==> src/hdl/swrmc_pkg.sv <==
// package: constants, types and register map of the sleep/wake resource mode control
//
// Overview of operation
// - sleep request in ACTIVE starts active_to_sleep_seq if CTRL bit 0 unmasks sleep and no interrupt is pending
// - in SLEEP only an interrupt or the sleep pin can wake the device
// - wake acts only in SLEEP, launching sleep_to_active_seq; an off request in SLEEP launches sleep_to_off_seq
// - each resource in sleep mode, in any state, uses its own sleep-state mode control bit
// - sleep-pin resources change mode only inside the sleep/wake sequences or on entering OFF
// - direct-pin resources switch mode at once when their pin changes
// - a resource stays active while any assigned pin is active
// - direct pin toggles switch immediately, sleep pin toggles are sequenced
// - all three pin polarities are configurable; direct pins default active high
// - sleep pin defaults to active low
// - assignment bits per resource, grouped as misc, switcher and linear classes
// - all resources on one direct pin switch together in the same cycle
// - sleep-pin-only resources switch in the stored sequence order
// - a resource with no pin assignment stays active forever
// - sequences set switchers, linears, 32 kHz clock and regulator enable output
// - the sequencer waits the stored step_delay before each step
// - resources in no sequence stay off; software may enable them afterwards
// - off requests win over everything and have no gating
// - sequences are fixed register accesses in read-only storage
package swrmc_pkg;

  // =============================================================
  // resources
  localparam int N_SW    = 5;
  localparam int N_LIN   = 5;
  localparam int N_MISC  = 2;
  localparam int N_RES   = 12;
  localparam int SW_LO   = 0;
  localparam int LIN_LO  = 5;
  localparam int MISC_LO = 10;
  localparam logic [3:0] RES_SW2    = 4'h2;
  localparam logic [3:0] RES_LIN0   = 4'h5;
  localparam logic [3:0] RES_CLK32K = 4'ha;
  localparam logic [3:0] RES_REG_EN = 4'hb;
  localparam logic [3:0] RES_ALL    = 4'hf;

  // =============================================================
  // register map (byte offsets)
  localparam logic [7:0] OFS_CTRL     = 8'h00;
  localparam logic [7:0] OFS_POLARITY = 8'h04;
  localparam logic [7:0] OFS_ASG_MISC = 8'h08;
  localparam logic [7:0] OFS_ASG_SW   = 8'h0c;
  localparam logic [7:0] OFS_ASG_LIN  = 8'h10;
  localparam logic [7:0] OFS_MODE     = 8'h14;
  localparam logic [7:0] OFS_SW_EN    = 8'h18;
  localparam logic [7:0] OFS_STATUS   = 8'h1c;
  localparam logic [7:0] OFS_EDGES    = 8'h20;
  localparam logic [7:0] OFS_RES_STAT = 8'h24;
  localparam int F_ASG_S    = 0;
  localparam int F_ASG_A    = 8;
  localparam int F_ASG_B    = 16;
  localparam int F_MODE_SLP = 16;
  localparam int F_STAT_RUN = 3;
  localparam int F_RES_LP   = 16;
  localparam logic [11:0] MODE_ACT_RST = 12'hfff;
  localparam logic [11:0] MODE_SLP_RST = 12'h000;
  localparam logic [2:0]  POL_RST      = 3'h0;
  localparam logic [2:0]  PIN_IDLE     = 3'h1;

  // =============================================================
  // timing
  localparam int CLK_NS           = 40;
  localparam int STEP_TICK_NS     = 10000;
  localparam int STEP_TICK_CYC_DF = (STEP_TICK_NS + CLK_NS - 1) / CLK_NS;
  localparam int TICK_W           = 16;

  // =============================================================
  // sequence step word: last, op, resource, delay in ticks
  localparam int STP_W      = 16;
  localparam int STP_LAST   = 15;
  localparam int STP_OP_LO  = 12;
  localparam int STP_RES_LO = 8;
  localparam int DLY_W      = 8;
  localparam int SEQ_AW     = 4;

  typedef enum logic [1:0] {
    OP_EN  = 2'b00,
    OP_DIS = 2'b01,
    OP_SLP = 2'b10,
    OP_ACT = 2'b11
  } swrmc_op_t;

  typedef enum logic [2:0] {
    ST_OFF  = 3'b000,
    ST_ACT  = 3'b001,
    ST_SLP  = 3'b010,
    ST_LOAD = 3'b011,
    ST_WAIT = 3'b100
  } swrmc_state_t;

  localparam logic [SEQ_AW-1:0] SEQ_UP      = 4'h0;
  localparam logic [SEQ_AW-1:0] SEQ_DOWN    = 4'h4;
  localparam logic [SEQ_AW-1:0] SEQ_SLEEP   = 4'h8;
  localparam logic [SEQ_AW-1:0] SEQ_WAKE    = 4'hb;
  localparam logic [SEQ_AW-1:0] SEQ_SLP_OFF = 4'hd;

  function automatic logic [STP_W-1:0] mk_step(input logic last, input swrmc_op_t op,
                                               input logic [3:0] res,
                                               input logic [DLY_W-1:0] dly);
    mk_step = {last, 1'b0, op, res, dly};
  endfunction

endpackage

==> src/hdl/swrmc_pin_sync.sv <==
// two-flop pin synchroniser with edge detection
`timescale 1ns/1ns
`default_nettype none
module swrmc_pin_sync #(
  parameter int           W    = 3,
  parameter logic [W-1:0] IDLE = '0
) (
  input  wire logic         clk,    // system clock
  input  wire logic         srst,   // sync reset
  input  wire logic         ce,     // clock enable
  input  wire logic [W-1:0] pin,    // raw pins
  output logic      [W-1:0] lvl,    // synchronised level
  output logic      [W-1:0] rise,   // one-cycle rising pulse
  output logic      [W-1:0] fall    // one-cycle falling pulse
);

  logic [W-1:0] s1_r;
  logic [W-1:0] s2_r;
  logic [W-1:0] s3_r;

  genvar g;
  generate
    for (g = 0; g < W; g++) begin : g_bit
      // only s2 and s3 feed logic; s1 may be metastable
      always_ff @(posedge clk) begin
        // reset to the idle level so no false edge follows reset
        if (srst) begin
          s1_r[g] <= IDLE[g];
          s2_r[g] <= IDLE[g];
          s3_r[g] <= IDLE[g];
        end else if (ce) begin
          s1_r[g] <= pin[g];
          s2_r[g] <= s1_r[g];
          s3_r[g] <= s2_r[g];
        end
      end
      assign lvl[g]  = s2_r[g];
      assign rise[g] = ce & s2_r[g] & ~s3_r[g];
      assign fall[g] = ce & ~s2_r[g] & s3_r[g];
    end
  endgenerate

endmodule
`default_nettype wire

==> src/hdl/swrmc_seq_rom.sv <==
// fixed power sequence store, registered read
`timescale 1ns/1ns
`default_nettype none
module swrmc_seq_rom
  import swrmc_pkg::*;
(
  input  wire logic              clk,   // system clock
  input  wire logic              srst,  // sync reset
  input  wire logic              ce,    // clock enable
  input  wire logic [SEQ_AW-1:0] addr,  // step address
  output logic      [STP_W-1:0]  q      // step word, one cycle later
);

  logic [STP_W-1:0] word;

  // contents are constants: no write path exists
  always_comb begin
    unique case (addr)
      4'h0:    word = mk_step(1'b0, OP_EN,  RES_SW2,    8'h01);
      4'h1:    word = mk_step(1'b0, OP_EN,  RES_LIN0,   8'h02);
      4'h2:    word = mk_step(1'b0, OP_EN,  RES_CLK32K, 8'h01);
      4'h3:    word = mk_step(1'b1, OP_EN,  RES_REG_EN, 8'h01);
      4'h4:    word = mk_step(1'b0, OP_DIS, RES_REG_EN, 8'h01);
      4'h5:    word = mk_step(1'b0, OP_DIS, RES_CLK32K, 8'h01);
      4'h6:    word = mk_step(1'b0, OP_DIS, RES_LIN0,   8'h01);
      4'h7:    word = mk_step(1'b1, OP_DIS, RES_ALL,    8'h01);
      4'h8:    word = mk_step(1'b0, OP_SLP, RES_LIN0,   8'h01);
      4'h9:    word = mk_step(1'b0, OP_SLP, RES_SW2,    8'h01);
      4'ha:    word = mk_step(1'b1, OP_SLP, RES_ALL,    8'h01);
      4'hb:    word = mk_step(1'b0, OP_ACT, RES_SW2,    8'h01);
      4'hc:    word = mk_step(1'b1, OP_ACT, RES_ALL,    8'h01);
      4'hd:    word = mk_step(1'b0, OP_DIS, RES_REG_EN, 8'h01);
      4'he:    word = mk_step(1'b0, OP_DIS, RES_CLK32K, 8'h01);
      default: word = mk_step(1'b1, OP_DIS, RES_ALL,    8'h01);
    endcase
  end

  always_ff @(posedge clk) begin
    if (srst) begin
      q <= '0;
    end else if (ce) begin
      q <= word;
    end
  end

endmodule
`default_nettype wire

==> src/hdl/swrmc_top.sv <==
// sleep/wake state control, resource mode control and AHB-Lite registers
`timescale 1ns/1ns
`default_nettype none
module swrmc_top
  import swrmc_pkg::*;
#(
  parameter int STEP_TICK_CYC = STEP_TICK_CYC_DF
) (
  input  wire logic             clk,                // 25 MHz clock
  input  wire logic             srst,               // sync reset, high
  input  wire logic             ce,                 // clock enable
  input  wire logic             hsel,               // ahb select
  input  wire logic [31:0]      haddr,              // ahb address
  input  wire logic [1:0]       htrans,             // ahb transfer type
  input  wire logic             hwrite,             // ahb write
  input  wire logic [2:0]       hsize,              // ahb size
  input  wire logic [31:0]      hwdata,             // ahb write data
  input  wire logic             hready,             // ahb bus ready
  output logic      [31:0]      hrdata,             // ahb read data
  output logic                  hreadyout,          // ahb slave ready
  output logic                  hresp,              // ahb response
  input  wire logic             sleep_request_pin,  // sleep/wake pin
  input  wire logic             direct_mode_ctrl_a, // direct mode pin a
  input  wire logic             direct_mode_ctrl_b, // direct mode pin b
  input  wire logic             irq_pending,        // unmasked interrupt pending
  input  wire logic             on_req,             // gated on request
  input  wire logic             off_req,            // off request
  output logic      [N_RES-1:0] res_on,             // resource enabled
  output logic      [N_RES-1:0] res_lowpower,       // resource in sleep mode
  output logic      [2:0]       pwr_state           // power state code
);

  // =============================================================
  // registers
  logic              sleep_unmask_r;
  logic [2:0]        pol_r;
  logic [N_RES-1:0]  asg_s_r;
  logic [N_RES-1:0]  asg_a_r;
  logic [N_RES-1:0]  asg_b_r;
  logic [N_RES-1:0]  mode_act_r;
  logic [N_RES-1:0]  mode_slp_r;
  logic [N_RES-1:0]  sw_en_r;
  logic [5:0]        edg_r;
  logic [N_RES-1:0]  seq_en_r;
  logic [N_RES-1:0]  seq_act_r;
  logic [N_RES-1:0]  res_on_r;
  logic [N_RES-1:0]  res_lp_r;
  swrmc_state_t      state_r;
  swrmc_state_t      tgt_r;
  logic [SEQ_AW-1:0] addr_r;
  logic [DLY_W-1:0]  dly_r;
  logic [TICK_W-1:0] tick_r;
  logic              ap_wr_r;
  logic [7:0]        ap_ofs_r;
  logic              rd_pend_r;
  logic [31:0]       hrdata_r;

  // =============================================================
  // pins
  logic [2:0]       pin_lvl;
  logic [2:0]       pin_rise;
  logic [2:0]       pin_fall;
  logic             sleep_asrt;
  logic             a_act;
  logic             b_act;

  swrmc_pin_sync #(
    .W    (3),
    .IDLE (PIN_IDLE)
  ) u_sync (
    .clk  (clk),
    .srst (srst),
    .ce   (ce),
    .pin  ({direct_mode_ctrl_b, direct_mode_ctrl_a, sleep_request_pin}),
    .lvl  (pin_lvl),
    .rise (pin_rise),
    .fall (pin_fall)
  );

  // polarity bit 0 means default sense
  assign sleep_asrt = (pin_lvl[0] == pol_r[0]);
  assign a_act      = pin_lvl[1] ^ pol_r[1];
  assign b_act      = pin_lvl[2] ^ pol_r[2];

  // =============================================================
  // sequence store
  logic [STP_W-1:0] step_q;
  swrmc_op_t        q_op;
  logic [3:0]       q_res;
  logic [DLY_W-1:0] q_dly;
  logic             q_last;

  swrmc_seq_rom u_rom (
    .clk  (clk),
    .srst (srst),
    .ce   (ce),
    .addr (addr_r),
    .q    (step_q)
  );

  assign q_last = step_q[STP_LAST];
  assign q_op   = swrmc_op_t'(step_q[STP_OP_LO +: 2]);
  assign q_res  = step_q[STP_RES_LO +: 4];
  assign q_dly  = step_q[DLY_W-1:0];

  // =============================================================
  // power state machine
  logic running;
  logic abort;
  logic tick_done;
  logic step_fire;

  assign running   = (state_r == ST_LOAD) | (state_r == ST_WAIT);
  assign abort     = running & off_req & (tgt_r != ST_OFF);
  assign tick_done = (tick_r == TICK_W'(STEP_TICK_CYC - 1));
  assign step_fire = (state_r == ST_WAIT) & ~abort & (dly_r == q_dly);

  always_ff @(posedge clk) begin
    if (srst) begin
      state_r <= ST_OFF;
      tgt_r   <= ST_OFF;
      addr_r  <= SEQ_UP;
    end else if (ce) begin
      unique case (state_r)
        ST_OFF: begin
          if (on_req & ~off_req) begin
            addr_r  <= SEQ_UP;
            tgt_r   <= ST_ACT;
            state_r <= ST_LOAD;
          end
        end
        ST_ACT: begin
          if (off_req) begin
            addr_r  <= SEQ_DOWN;
            tgt_r   <= ST_OFF;
            state_r <= ST_LOAD;
          end else if (sleep_unmask_r & sleep_asrt & ~irq_pending) begin
            addr_r  <= SEQ_SLEEP;
            tgt_r   <= ST_SLP;
            state_r <= ST_LOAD;
          end
        end
        ST_SLP: begin
          if (off_req) begin
            addr_r  <= SEQ_SLP_OFF;
            tgt_r   <= ST_OFF;
            state_r <= ST_LOAD;
          end else if (~sleep_asrt | irq_pending) begin
            addr_r  <= SEQ_WAKE;
            tgt_r   <= ST_ACT;
            state_r <= ST_LOAD;
          end
        end
        ST_LOAD: begin
          if (abort) begin
            addr_r <= SEQ_DOWN;
            tgt_r  <= ST_OFF;
          end else begin
            state_r <= ST_WAIT;
          end
        end
        ST_WAIT: begin
          if (abort) begin
            addr_r  <= SEQ_DOWN;
            tgt_r   <= ST_OFF;
            state_r <= ST_LOAD;
          end else if (step_fire) begin
            if (q_last) begin
              state_r <= tgt_r;
            end else begin
              addr_r  <= addr_r + 1'b1;
              state_r <= ST_LOAD;
            end
          end
        end
        default: state_r <= ST_OFF;
      endcase
    end
  end

  // step delay counter, ticks of STEP_TICK_CYC cycles
  always_ff @(posedge clk) begin
    if (srst) begin
      dly_r  <= '0;
      tick_r <= '0;
    end else if (ce) begin
      if (state_r != ST_WAIT) begin
        dly_r  <= '0;
        tick_r <= '0;
      end else if (tick_done) begin
        dly_r  <= dly_r + 1'b1;
        tick_r <= '0;
      end else begin
        tick_r <= tick_r + 1'b1;
      end
    end
  end

  // =============================================================
  // step execution
  logic [N_RES-1:0] sel;
  assign sel = (q_res == RES_ALL) ? '1 : ({{(N_RES-1){1'b0}}, 1'b1} << q_res);

  always_ff @(posedge clk) begin
    if (srst) begin
      seq_en_r  <= '0;
      seq_act_r <= '1;
    end else if (ce & step_fire) begin
      unique case (q_op)
        OP_EN:  seq_en_r  <= seq_en_r | sel;
        OP_DIS: seq_en_r  <= seq_en_r & ~sel;
        OP_SLP: seq_act_r <= seq_act_r & ~(sel & asg_s_r);
        OP_ACT: seq_act_r <= seq_act_r | (sel & asg_s_r);
      endcase
    end else if (ce & (state_r == ST_OFF)) begin
      // a cut sleep sequence must not leave resources parked after power-up
      seq_act_r <= '1;
    end
  end

  // =============================================================
  // per-resource mode
  genvar g;
  generate
    for (g = 0; g < N_RES; g++) begin : g_res
      logic active;
      logic en;
      // any active pin keeps the mode; unassigned stays active
      assign active = (asg_s_r[g] & seq_act_r[g]) | (asg_a_r[g] & a_act)
                    | (asg_b_r[g] & b_act)
                    | ~(asg_s_r[g] | asg_a_r[g] | asg_b_r[g]);
      assign en     = seq_en_r[g] | sw_en_r[g];
      always_ff @(posedge clk) begin
        if (srst) begin
          res_on_r[g] <= 1'b0;
          res_lp_r[g] <= 1'b0;
        end else if (ce) begin
          res_on_r[g] <= en & (active ? mode_act_r[g] : mode_slp_r[g]);
          res_lp_r[g] <= ~active;
        end
      end
    end
  endgenerate

  assign res_on       = res_on_r;
  assign res_lowpower = res_lp_r;
  assign pwr_state    = state_r;

  // =============================================================
  // ahb-lite slave: writes zero wait, reads one wait
  logic accept;
  logic wr_en;
  assign accept    = hsel & htrans[1] & hready;
  assign wr_en     = ce & ap_wr_r & ~rd_pend_r;
  assign hreadyout = ~rd_pend_r;
  assign hresp     = 1'b0;
  assign hrdata    = hrdata_r;

  always_ff @(posedge clk) begin
    if (srst) begin
      ap_wr_r   <= 1'b0;
      ap_ofs_r  <= '0;
      rd_pend_r <= 1'b0;
    end else if (ce) begin
      ap_wr_r   <= accept & hwrite;
      rd_pend_r <= accept & ~hwrite;
      if (accept) begin
        ap_ofs_r <= haddr[7:0];
      end
    end
  end

  always_ff @(posedge clk) begin
    if (srst) begin
      sleep_unmask_r <= 1'b0;
      pol_r          <= POL_RST;
      asg_s_r        <= '0;
      asg_a_r        <= '0;
      asg_b_r        <= '0;
      mode_act_r     <= MODE_ACT_RST;
      mode_slp_r     <= MODE_SLP_RST;
    end else if (wr_en) begin
      unique case (ap_ofs_r)
        OFS_CTRL:     sleep_unmask_r <= hwdata[0];
        OFS_POLARITY: pol_r <= hwdata[2:0];
        OFS_ASG_MISC: begin
          asg_s_r[MISC_LO +: N_MISC] <= hwdata[F_ASG_S +: N_MISC];
          asg_a_r[MISC_LO +: N_MISC] <= hwdata[F_ASG_A +: N_MISC];
          asg_b_r[MISC_LO +: N_MISC] <= hwdata[F_ASG_B +: N_MISC];
        end
        OFS_ASG_SW: begin
          asg_s_r[SW_LO +: N_SW] <= hwdata[F_ASG_S +: N_SW];
          asg_a_r[SW_LO +: N_SW] <= hwdata[F_ASG_A +: N_SW];
          asg_b_r[SW_LO +: N_SW] <= hwdata[F_ASG_B +: N_SW];
        end
        OFS_ASG_LIN: begin
          asg_s_r[LIN_LO +: N_LIN] <= hwdata[F_ASG_S +: N_LIN];
          asg_a_r[LIN_LO +: N_LIN] <= hwdata[F_ASG_A +: N_LIN];
          asg_b_r[LIN_LO +: N_LIN] <= hwdata[F_ASG_B +: N_LIN];
        end
        OFS_MODE: begin
          mode_act_r <= hwdata[N_RES-1:0];
          mode_slp_r <= hwdata[F_MODE_SLP +: N_RES];
        end
        default: ;
      endcase
    end
  end

  // software enable only once a sequence has completed; off clears it
  always_ff @(posedge clk) begin
    if (srst) begin
      sw_en_r <= '0;
    end else if (ce) begin
      if (state_r == ST_OFF) begin
        sw_en_r <= '0;
      end else if (wr_en & (ap_ofs_r == OFS_SW_EN) & ~running) begin
        sw_en_r <= hwdata[N_RES-1:0];
      end
    end
  end

  // sticky pin edges, write one to clear, a new edge beats the clear
  logic [5:0] edg_clr;
  assign edg_clr = (wr_en & (ap_ofs_r == OFS_EDGES)) ? hwdata[5:0] : '0;

  always_ff @(posedge clk) begin
    if (srst) begin
      edg_r <= '0;
    end else if (ce) begin
      edg_r <= (edg_r & ~edg_clr) | {pin_fall, pin_rise};
    end
  end

  logic [31:0] rd_val;
  always_comb begin
    rd_val = '0;
    unique case (ap_ofs_r)
      OFS_CTRL:     rd_val[0] = sleep_unmask_r;
      OFS_POLARITY: rd_val[2:0] = pol_r;
      OFS_ASG_MISC: begin
        rd_val[F_ASG_S +: N_MISC] = asg_s_r[MISC_LO +: N_MISC];
        rd_val[F_ASG_A +: N_MISC] = asg_a_r[MISC_LO +: N_MISC];
        rd_val[F_ASG_B +: N_MISC] = asg_b_r[MISC_LO +: N_MISC];
      end
      OFS_ASG_SW: begin
        rd_val[F_ASG_S +: N_SW] = asg_s_r[SW_LO +: N_SW];
        rd_val[F_ASG_A +: N_SW] = asg_a_r[SW_LO +: N_SW];
        rd_val[F_ASG_B +: N_SW] = asg_b_r[SW_LO +: N_SW];
      end
      OFS_ASG_LIN: begin
        rd_val[F_ASG_S +: N_LIN] = asg_s_r[LIN_LO +: N_LIN];
        rd_val[F_ASG_A +: N_LIN] = asg_a_r[LIN_LO +: N_LIN];
        rd_val[F_ASG_B +: N_LIN] = asg_b_r[LIN_LO +: N_LIN];
      end
      OFS_MODE: begin
        rd_val[N_RES-1:0]          = mode_act_r;
        rd_val[F_MODE_SLP +: N_RES] = mode_slp_r;
      end
      OFS_SW_EN:  rd_val[N_RES-1:0] = sw_en_r;
      OFS_STATUS: begin
        rd_val[2:0]        = state_r;
        rd_val[F_STAT_RUN] = running;
      end
      OFS_EDGES:  rd_val[5:0] = edg_r;
      OFS_RES_STAT: begin
        rd_val[N_RES-1:0]         = res_on_r;
        rd_val[F_RES_LP +: N_RES] = res_lp_r;
      end
      default: rd_val = '0;
    endcase
  end

  always_ff @(posedge clk) begin
    if (srst) begin
      hrdata_r <= '0;
    end else if (ce & rd_pend_r) begin
      hrdata_r <= rd_val;
    end
  end

endmodule
`default_nettype wire

==> config.mk <==
export PLATFORM = sky130hd
export DESIGN_NAME = swrmc_top
export DESIGN_NICKNAME = d
export VERILOG_FILES = /design/src/hdl/swrmc_pkg.sv /design/src/hdl/swrmc_pin_sync.sv /design/src/hdl/swrmc_seq_rom.sv /design/src/hdl/swrmc_top.sv
export SDC_FILE = /design/constraint.sdc
export NUM_CORES = 1
export LEC_CHECK = 0
export BUFFER_PORTS_ARGS = -buffer_cell sky130_fd_sc_hd__buf_4
export CELL_PAD_IN_SITES_DETAIL_PLACEMENT = 1
export CELL_PAD_IN_SITES_GLOBAL_PLACEMENT = 2
export CORE_UTILIZATION = 31
export DETAILED_ROUTE_END_ITERATION = 6
export HOLD_SLACK_MARGIN = 0.03
export PLACE_DENSITY_LB_ADDON = 0.15
export SETUP_SLACK_MARGIN = 0.2
export SLEW_MARGIN = 30
export SYNTH_ARGS = -nofsm -noshare
export SYNTH_HDL_FRONTEND = slang
export SYNTH_SLANG_ARGS = --single-unit
==> constraint.sdc <==
create_clock -name clk -period 2.5 [get_ports clk]
set_input_delay 0.5 -clock clk [delete_from_list [all_inputs] [get_ports clk]]
set_output_delay 0.5 -clock clk [all_outputs]
set_load 0.01 [all_outputs]
==> impl_metrics.tcl, run 1 <==
set metrics [dict create \
    drt_iter0_markers 681 \
    initial_core_util_pct 31.39 \
    max-cap-violations 0 \
    syn-instance-count 1305 \
    cts_tree "built" \
    ys_types 79 \
    r2r_setup_slack_ps 250 \
    clock_path_buffers 3 \
    fillers 3960 \
    ys_seq_elements 216 \
    ctsHoldBuffers 0 \
    nets 1498 \
    start_kind "register" \
    htreeDepth 1 \
    fin_area_mm2 0.01287 \
    drt_wl_total_mm 42.23 \
    worst-setup-path-type "register to register" \
    regArea_mm2 0.004327 \
    dp_hpwl_mm 30.83 \
    fin_util_pct 38.47 \
    postPlaceCellArea_mm2 0.01203 \
    r2r-start "dly_r[2]" \
    required_ps 2940 \
    tns_ps 0 \
    final_common_cell "dfxtp_1" \
    viasPerCell 5.528 \
    num_vias 10330 \
    critPathCaptureType "register" \
    finalHoldViolCount 0 \
    slew_headroom_pct 48.12 \
    final.setup_skew_ps 24.52 \
    diodes 0 \
    rsz0062_at_grt "yes" \
    overflow 0 \
    layout-drive-gt1-share_pct 16.69 \
    peakVddDrop_uv 443.0 \
    synth_edf_count 0 \
    die_h_um 186.0 \
    critical_path_arrival_ps 2690 \
    instances_no_fill 1868 \
    critPathLaunch "dly_r[2]" \
    worstMarginPinSlew_ps 778.2 \
    cts_num_sinks 216 \
    drc_errors 0 \
    max_freq_ghz 0.4447 \
    clkSlewWorstSetupHoldPaths_ps 60 \
    worstSkewPairLatency_ps 550 \
    setup_slack_ps 251.3 \
    finalWeightedCongestion 0.8251 \
    synth.avg_cell_area_um2 8.045 \
    final_cell_mix "dfxtp_1 (214), nand2_1 (204), buf_4 (159)" \
    drtAntennaViolNets 0 \
    core_mm2 0.03345 \
    synthArstFlopShare_pct 0 \
    dieArea_mm2 0.03461 \
    dr.pass1.iters 5 \
    p_leak_nw 4.680 \
    root_buffer "clkbuf_16" \
    io_pins 142 \
    synth_ff_type "dfxtp_1" \
    grt_usage_pct 24.41 \
    synth_area_mm2 0.01050 \
    power.density_mw_per_mm2 609.3 \
    ys_seq_area_share_pct 41.19 \
    die_w_um 186.0 \
    r2r_cells 6 \
    antenna_found_initial 0 \
    fin_crit_sh_pct 89.95 \
    final-setup-viol-count 0 \
    grt_max_degree 66 \
    cts_buffers 26 \
    power_mw 7.840 \
    worstHoldPathType "primary input to register" \
    syn2layout_area_growth_pct 22.56 \
    dp_slack_ps 134.9 \
    numPortBuffers 98 \
    holdWs_ps 209.3 \
    multiInputGateArea_mm2 0.005761 \
    grt_pass1_vias 10060 \
    dp.cells 1822 \
    finalMaxSlewViolations 0 \
    wl_per_cell_um 22.61 \
    status "finished, final reports clean" \
    yosysWarningCount 0 \
    row_count 67 \
    finalCriticalPeriod_ps 2249 \
    crit_fanout 10 \
    grt_first_pass_wirelength_mm 63.22 \
]
[cell usage after synthesis (13+ instances only)]
cell	instances	share of area, %
nor2_1	127	4.5
a31oi_1	15	0.89
ha_1	13	1.5
xor2_1	14	1.2
o21ai_0	33	1.6
xnor2_1	13	1.1
inv_1	21	0.75
or3_1	15	0.89
nand2_1	204	7.3
mux2i_1	48	4.6
a211oi_1	14	1.0
nand4_1	16	0.95
clkbuf_1	83	3.0
dfxtp_1	216	41
a22oi_1	33	2.4
a21oi_1	124	5.9
nand3_1	65	3.1
nor3_1	41	2.0
[state kept, by name, summed over array words and instances, names as in the netlist, 2 cells and up, named ones only]
name and cells:
dly_r 8, seq_act_r 12, tick_r 16, u_sync.s3_r 3, pol_r 3, tgt_r 2
addr_r 4, edg_r 6, pwr_state 3, ap_ofs_r 8, res_lowpower 12, u_sync.s1_r 3
mode_act_r 12, asg_b_r 12, asg_a_r 12, u_sync.lvl 3, asg_s_r 12, sw_en_r 12
res_on 12, hrdata 25, u_rom.q 9, mode_slp_r 12
[how the worst min path moves through the flow]
stage | slack [ps] | startpoint | to | cells past startpoint
floorplan | 430 | register | register | 2
global placement | 450 | register | register | 2
detailed placement | 450 | hrdata[27] | hrdata[27] | 2
CTS | 190 | sleep_request_pin | u_sync.s1_r[0] | 3
global route | 200 | haddr[6] | ap_ofs_r[6] | 3
finish | 210 | hwdata[7] | mode_act_r[7] | 3
[cell type report]
class	instances	area share, %
clock buffers	42	6.077
clock inverters	2	0.07779
inverters	22	0.6418
multi-input cells	971	44.77
flip-flops and latches	216	33.63
well taps	448	4.356
repair buffers	167	10.45
[power by group]
| part | internal [mW] | total, mW | switching (mW) |
|---|---|---|---|
| Clock | 2.11 | 3.61 | 1.50 |
| Combinational | 0.242 | 0.683 | 0.441 |
| Sequential | 3.48 | 3.55 | 0.0672 |
| Total | 5.83 | 7.84 | 2.01 |
[layer usage]
layer / up-vias / GRT usage, % / routed length, um
met1: 5119 / 35.43 / 20800
met4: 0 / 4.656 / 688
met5: - / 0 / 0
met3: 41 / 3.463 / 2085
met2: 278 / 38.19 / 18660
li1: 4888 / - / -
[worst max-delay path, stage by stage, from the launching register on]
cell	delay, ps
dfxtp_1	320
or4_4	580
or4_4	630
nor3_4	170
buf_12	150
a311oi_1	90
a41o_1	220
[cells by family (layout without fill, tap and decap cells)]
group	after synthesis	after routing	share of synthesized area, %
other	1	8	0.03572
buffers and inverters	126	233	4.922
and+or+nand+nor	550	551	24.92
AOI/OAI and AO/OA	322	322	20.36
DFF	216	216	41.19
xor gates and xnor gates	27	27	2.252
adders and majority gates	14	14	1.645
muxes	49	49	4.684
[what timing repair did]
action | CTS | global route
pin swaps | 1 | 3
resized for setup | 0 | 10
setup buffers | 1 | 0
endpoints found under the setup margin | 11 | 64
cloned | 0 | 1
No activity file was read; power rests on OpenSTA's default activity.
==> inputs of run 2 (changes only) <==
HOLD_SLACK_MARGIN = 0.06   (was 0.03)
RECOVER_POWER = 25   (was default)
==> impl_metrics.tcl, run 2 (synthesized netlist as in run 1, its figures left out) <==
set metrics [dict create \
    required_ps 2940 \
    grtUsageMet3_pct 3.463 \
    power_mw 7.839 \
    status "finished with violations" \
    core_mm2 0.03345 \
    layout-drive-gt1-share_pct 13.45 \
    die_h_um 186.0 \
    cts_num_sinks 216 \
    dp.cells 1822 \
    overflow 0 \
    finalCriticalPeriod_ps 2266 \
    violations "capacitance limit, slew limit" \
    p_leak_nw 4.482 \
    fin_crit_sh_pct 90.64 \
    num_vias 10310 \
    critical_path_arrival_ps 2710 \
    postPlaceCellArea_mm2 0.01203 \
    dp_hpwl_mm 30.83 \
    finalWeightedCongestion 0.8251 \
    fillers 3983 \
    start_kind "register" \
    grt_first_pass_wirelength_mm 63.22 \
    drt_iter0_markers 620 \
    finalHoldViolCount 0 \
    grt_use_met1_pct 35.43 \
    rsz0062_at_grt "yes" \
    slew_headroom_pct -17.42 \
    worstMarginPinSlew_ps 1761 \
    grt_usage_pct 24.41 \
    final_common_cell "dfxtp_1" \
    drc_errors 0 \
    cts_tree "built" \
    max_freq_ghz 0.4413 \
    worst-setup-path-type "register to register" \
    fin_area_mm2 0.01269 \
    peakVddDrop_uv 442.0 \
    r2r_setup_slack_ps 230 \
    critPathCaptureType "register" \
    power.density_mw_per_mm2 618.0 \
    instances_no_fill 1868 \
    worstSkewPairLatency_ps 550 \
    row_count 67 \
    clock_path_buffers 3 \
    finalMaxSlewViolations 28 \
    cts_buffers 26 \
    hold_start "sleep_request_pin" \
    gr-usage-met2_pct 38.19 \
    grt_pass1_vias 10060 \
    dieArea_mm2 0.03461 \
    io_pins 142 \
    crit_fanout 10 \
    max-cap-violations 1 \
    hold_path_depth 3 \
    final_cell_mix "dfxtp_1 (214), nand2_1 (204), nor2_1 (127)" \
    tns_ps 0 \
    final-setup-viol-count 0 \
    r2r_cells 6 \
    dr.pass1.iters 5 \
    viasPerCell 5.520 \
    diodes 0 \
    drtAntennaViolNets 0 \
    root_buffer "clkbuf_16" \
    numPortBuffers 98 \
    wl_per_cell_um 22.58 \
    largest_register_ffs 25 \
    antenna_found_initial 0 \
    initial_core_util_pct 31.39 \
    r2r-start "dly_r[2]" \
    busiest_layer "met2" \
    drt_wl_total_mm 42.19 \
    htreeDepth 1 \
    die_w_um 186.0 \
    clkSlewWorstSetupHoldPaths_ps 60 \
    worstHoldPathType "primary input to register" \
    syn2layout_area_growth_pct 20.83 \
    holdPathEnd "u_sync.s1_r[0]" \
    final.setup_skew_ps 27.23 \
    grt_max_degree 66 \
    nets 1498 \
]
run 2: cell types whose count changed in the layout (fill, tap and decap cells not counted):
| cell | before | now |
|---|---|---|
| buf_4 | 159 | 112 |
| clkbuf_1 | 10 | 56 |
| clkbuf_2 | 0 | 2 |
| buf_6 | 1 | 0 |
run 2: layout make-up:
class                      count  area [um^2]  share of cell area [%]
multi-input combinational    971         5761                   45.41
sequential                   216         4327                   34.11
timing repair buffer         167         1164                   9.173
clock buffer                  42        782.0                   6.164
tap                          448        560.5                   4.419
inverter                      22        82.58                  0.6510
clock inverter                 2        10.01                 0.07890
run 2: per-layer routing:
metal,up-vias,routed length [um]
met2,255,18730
met1,5134,20620
li1,4882,-
met5,-,0
met4,0,694
met3,41,2143
run 2: how the worst max path moves through the flow:
| stage | start | to | slack [ps] | depth (start not counted) |
|---|---|---|---|---|
| finish | dly_r[2] | register | 230 | 6 |
| global route | ce | res_on[0] | 160 | 5 |
| CTS | dly_r[2] | register | 180 | 6 |
| detailed placement | ce | sw_en_r[11] | 130 | 5 |
| global placement | ce | sw_en_r[8] | 130 | 5 |
| floorplan | dly_r[2] | register | 200 | 6 |
run 2: per-stage QoR:
step / hold slack, ps / setup slack [ps] / utilization, %
CTS: 188.7 / 183.4 / 38.38
global placement: 449.1 / 134.4 / 35.96
detailed placement: 453.7 / 134.9 / 35.96
finish: 209.8 / 234.1 / 37.93
global route: 204.4 / 155.1 / 37.93
floorplan: 434.7 / 204.0 / -
run 2: repair_timing:
action	4_1_cts	5_1_grt
buffers inserted	1	0
setup endpoints to repair	11	64
endpoints found under the hold margin	0	0
resized for setup	0	10
pin swaps	1	3
hold buffers	0	0
cloned	0	1
run 2: worst max-delay path: stages (launching register included):
cell	delay, ps
dfxtp_1	320
or4_4	580
or4_4	630
nor3_4	170
buf_12	150
a311oi_1	90
a41o_1	230
run 2: where the power goes:
group | internal (mW) | switching, mW
Clock | 2.11 | 1.50
Combinational | 0.240 | 0.440
Sequential | 3.48 | 0.0671
Total | 5.83 | 2.01
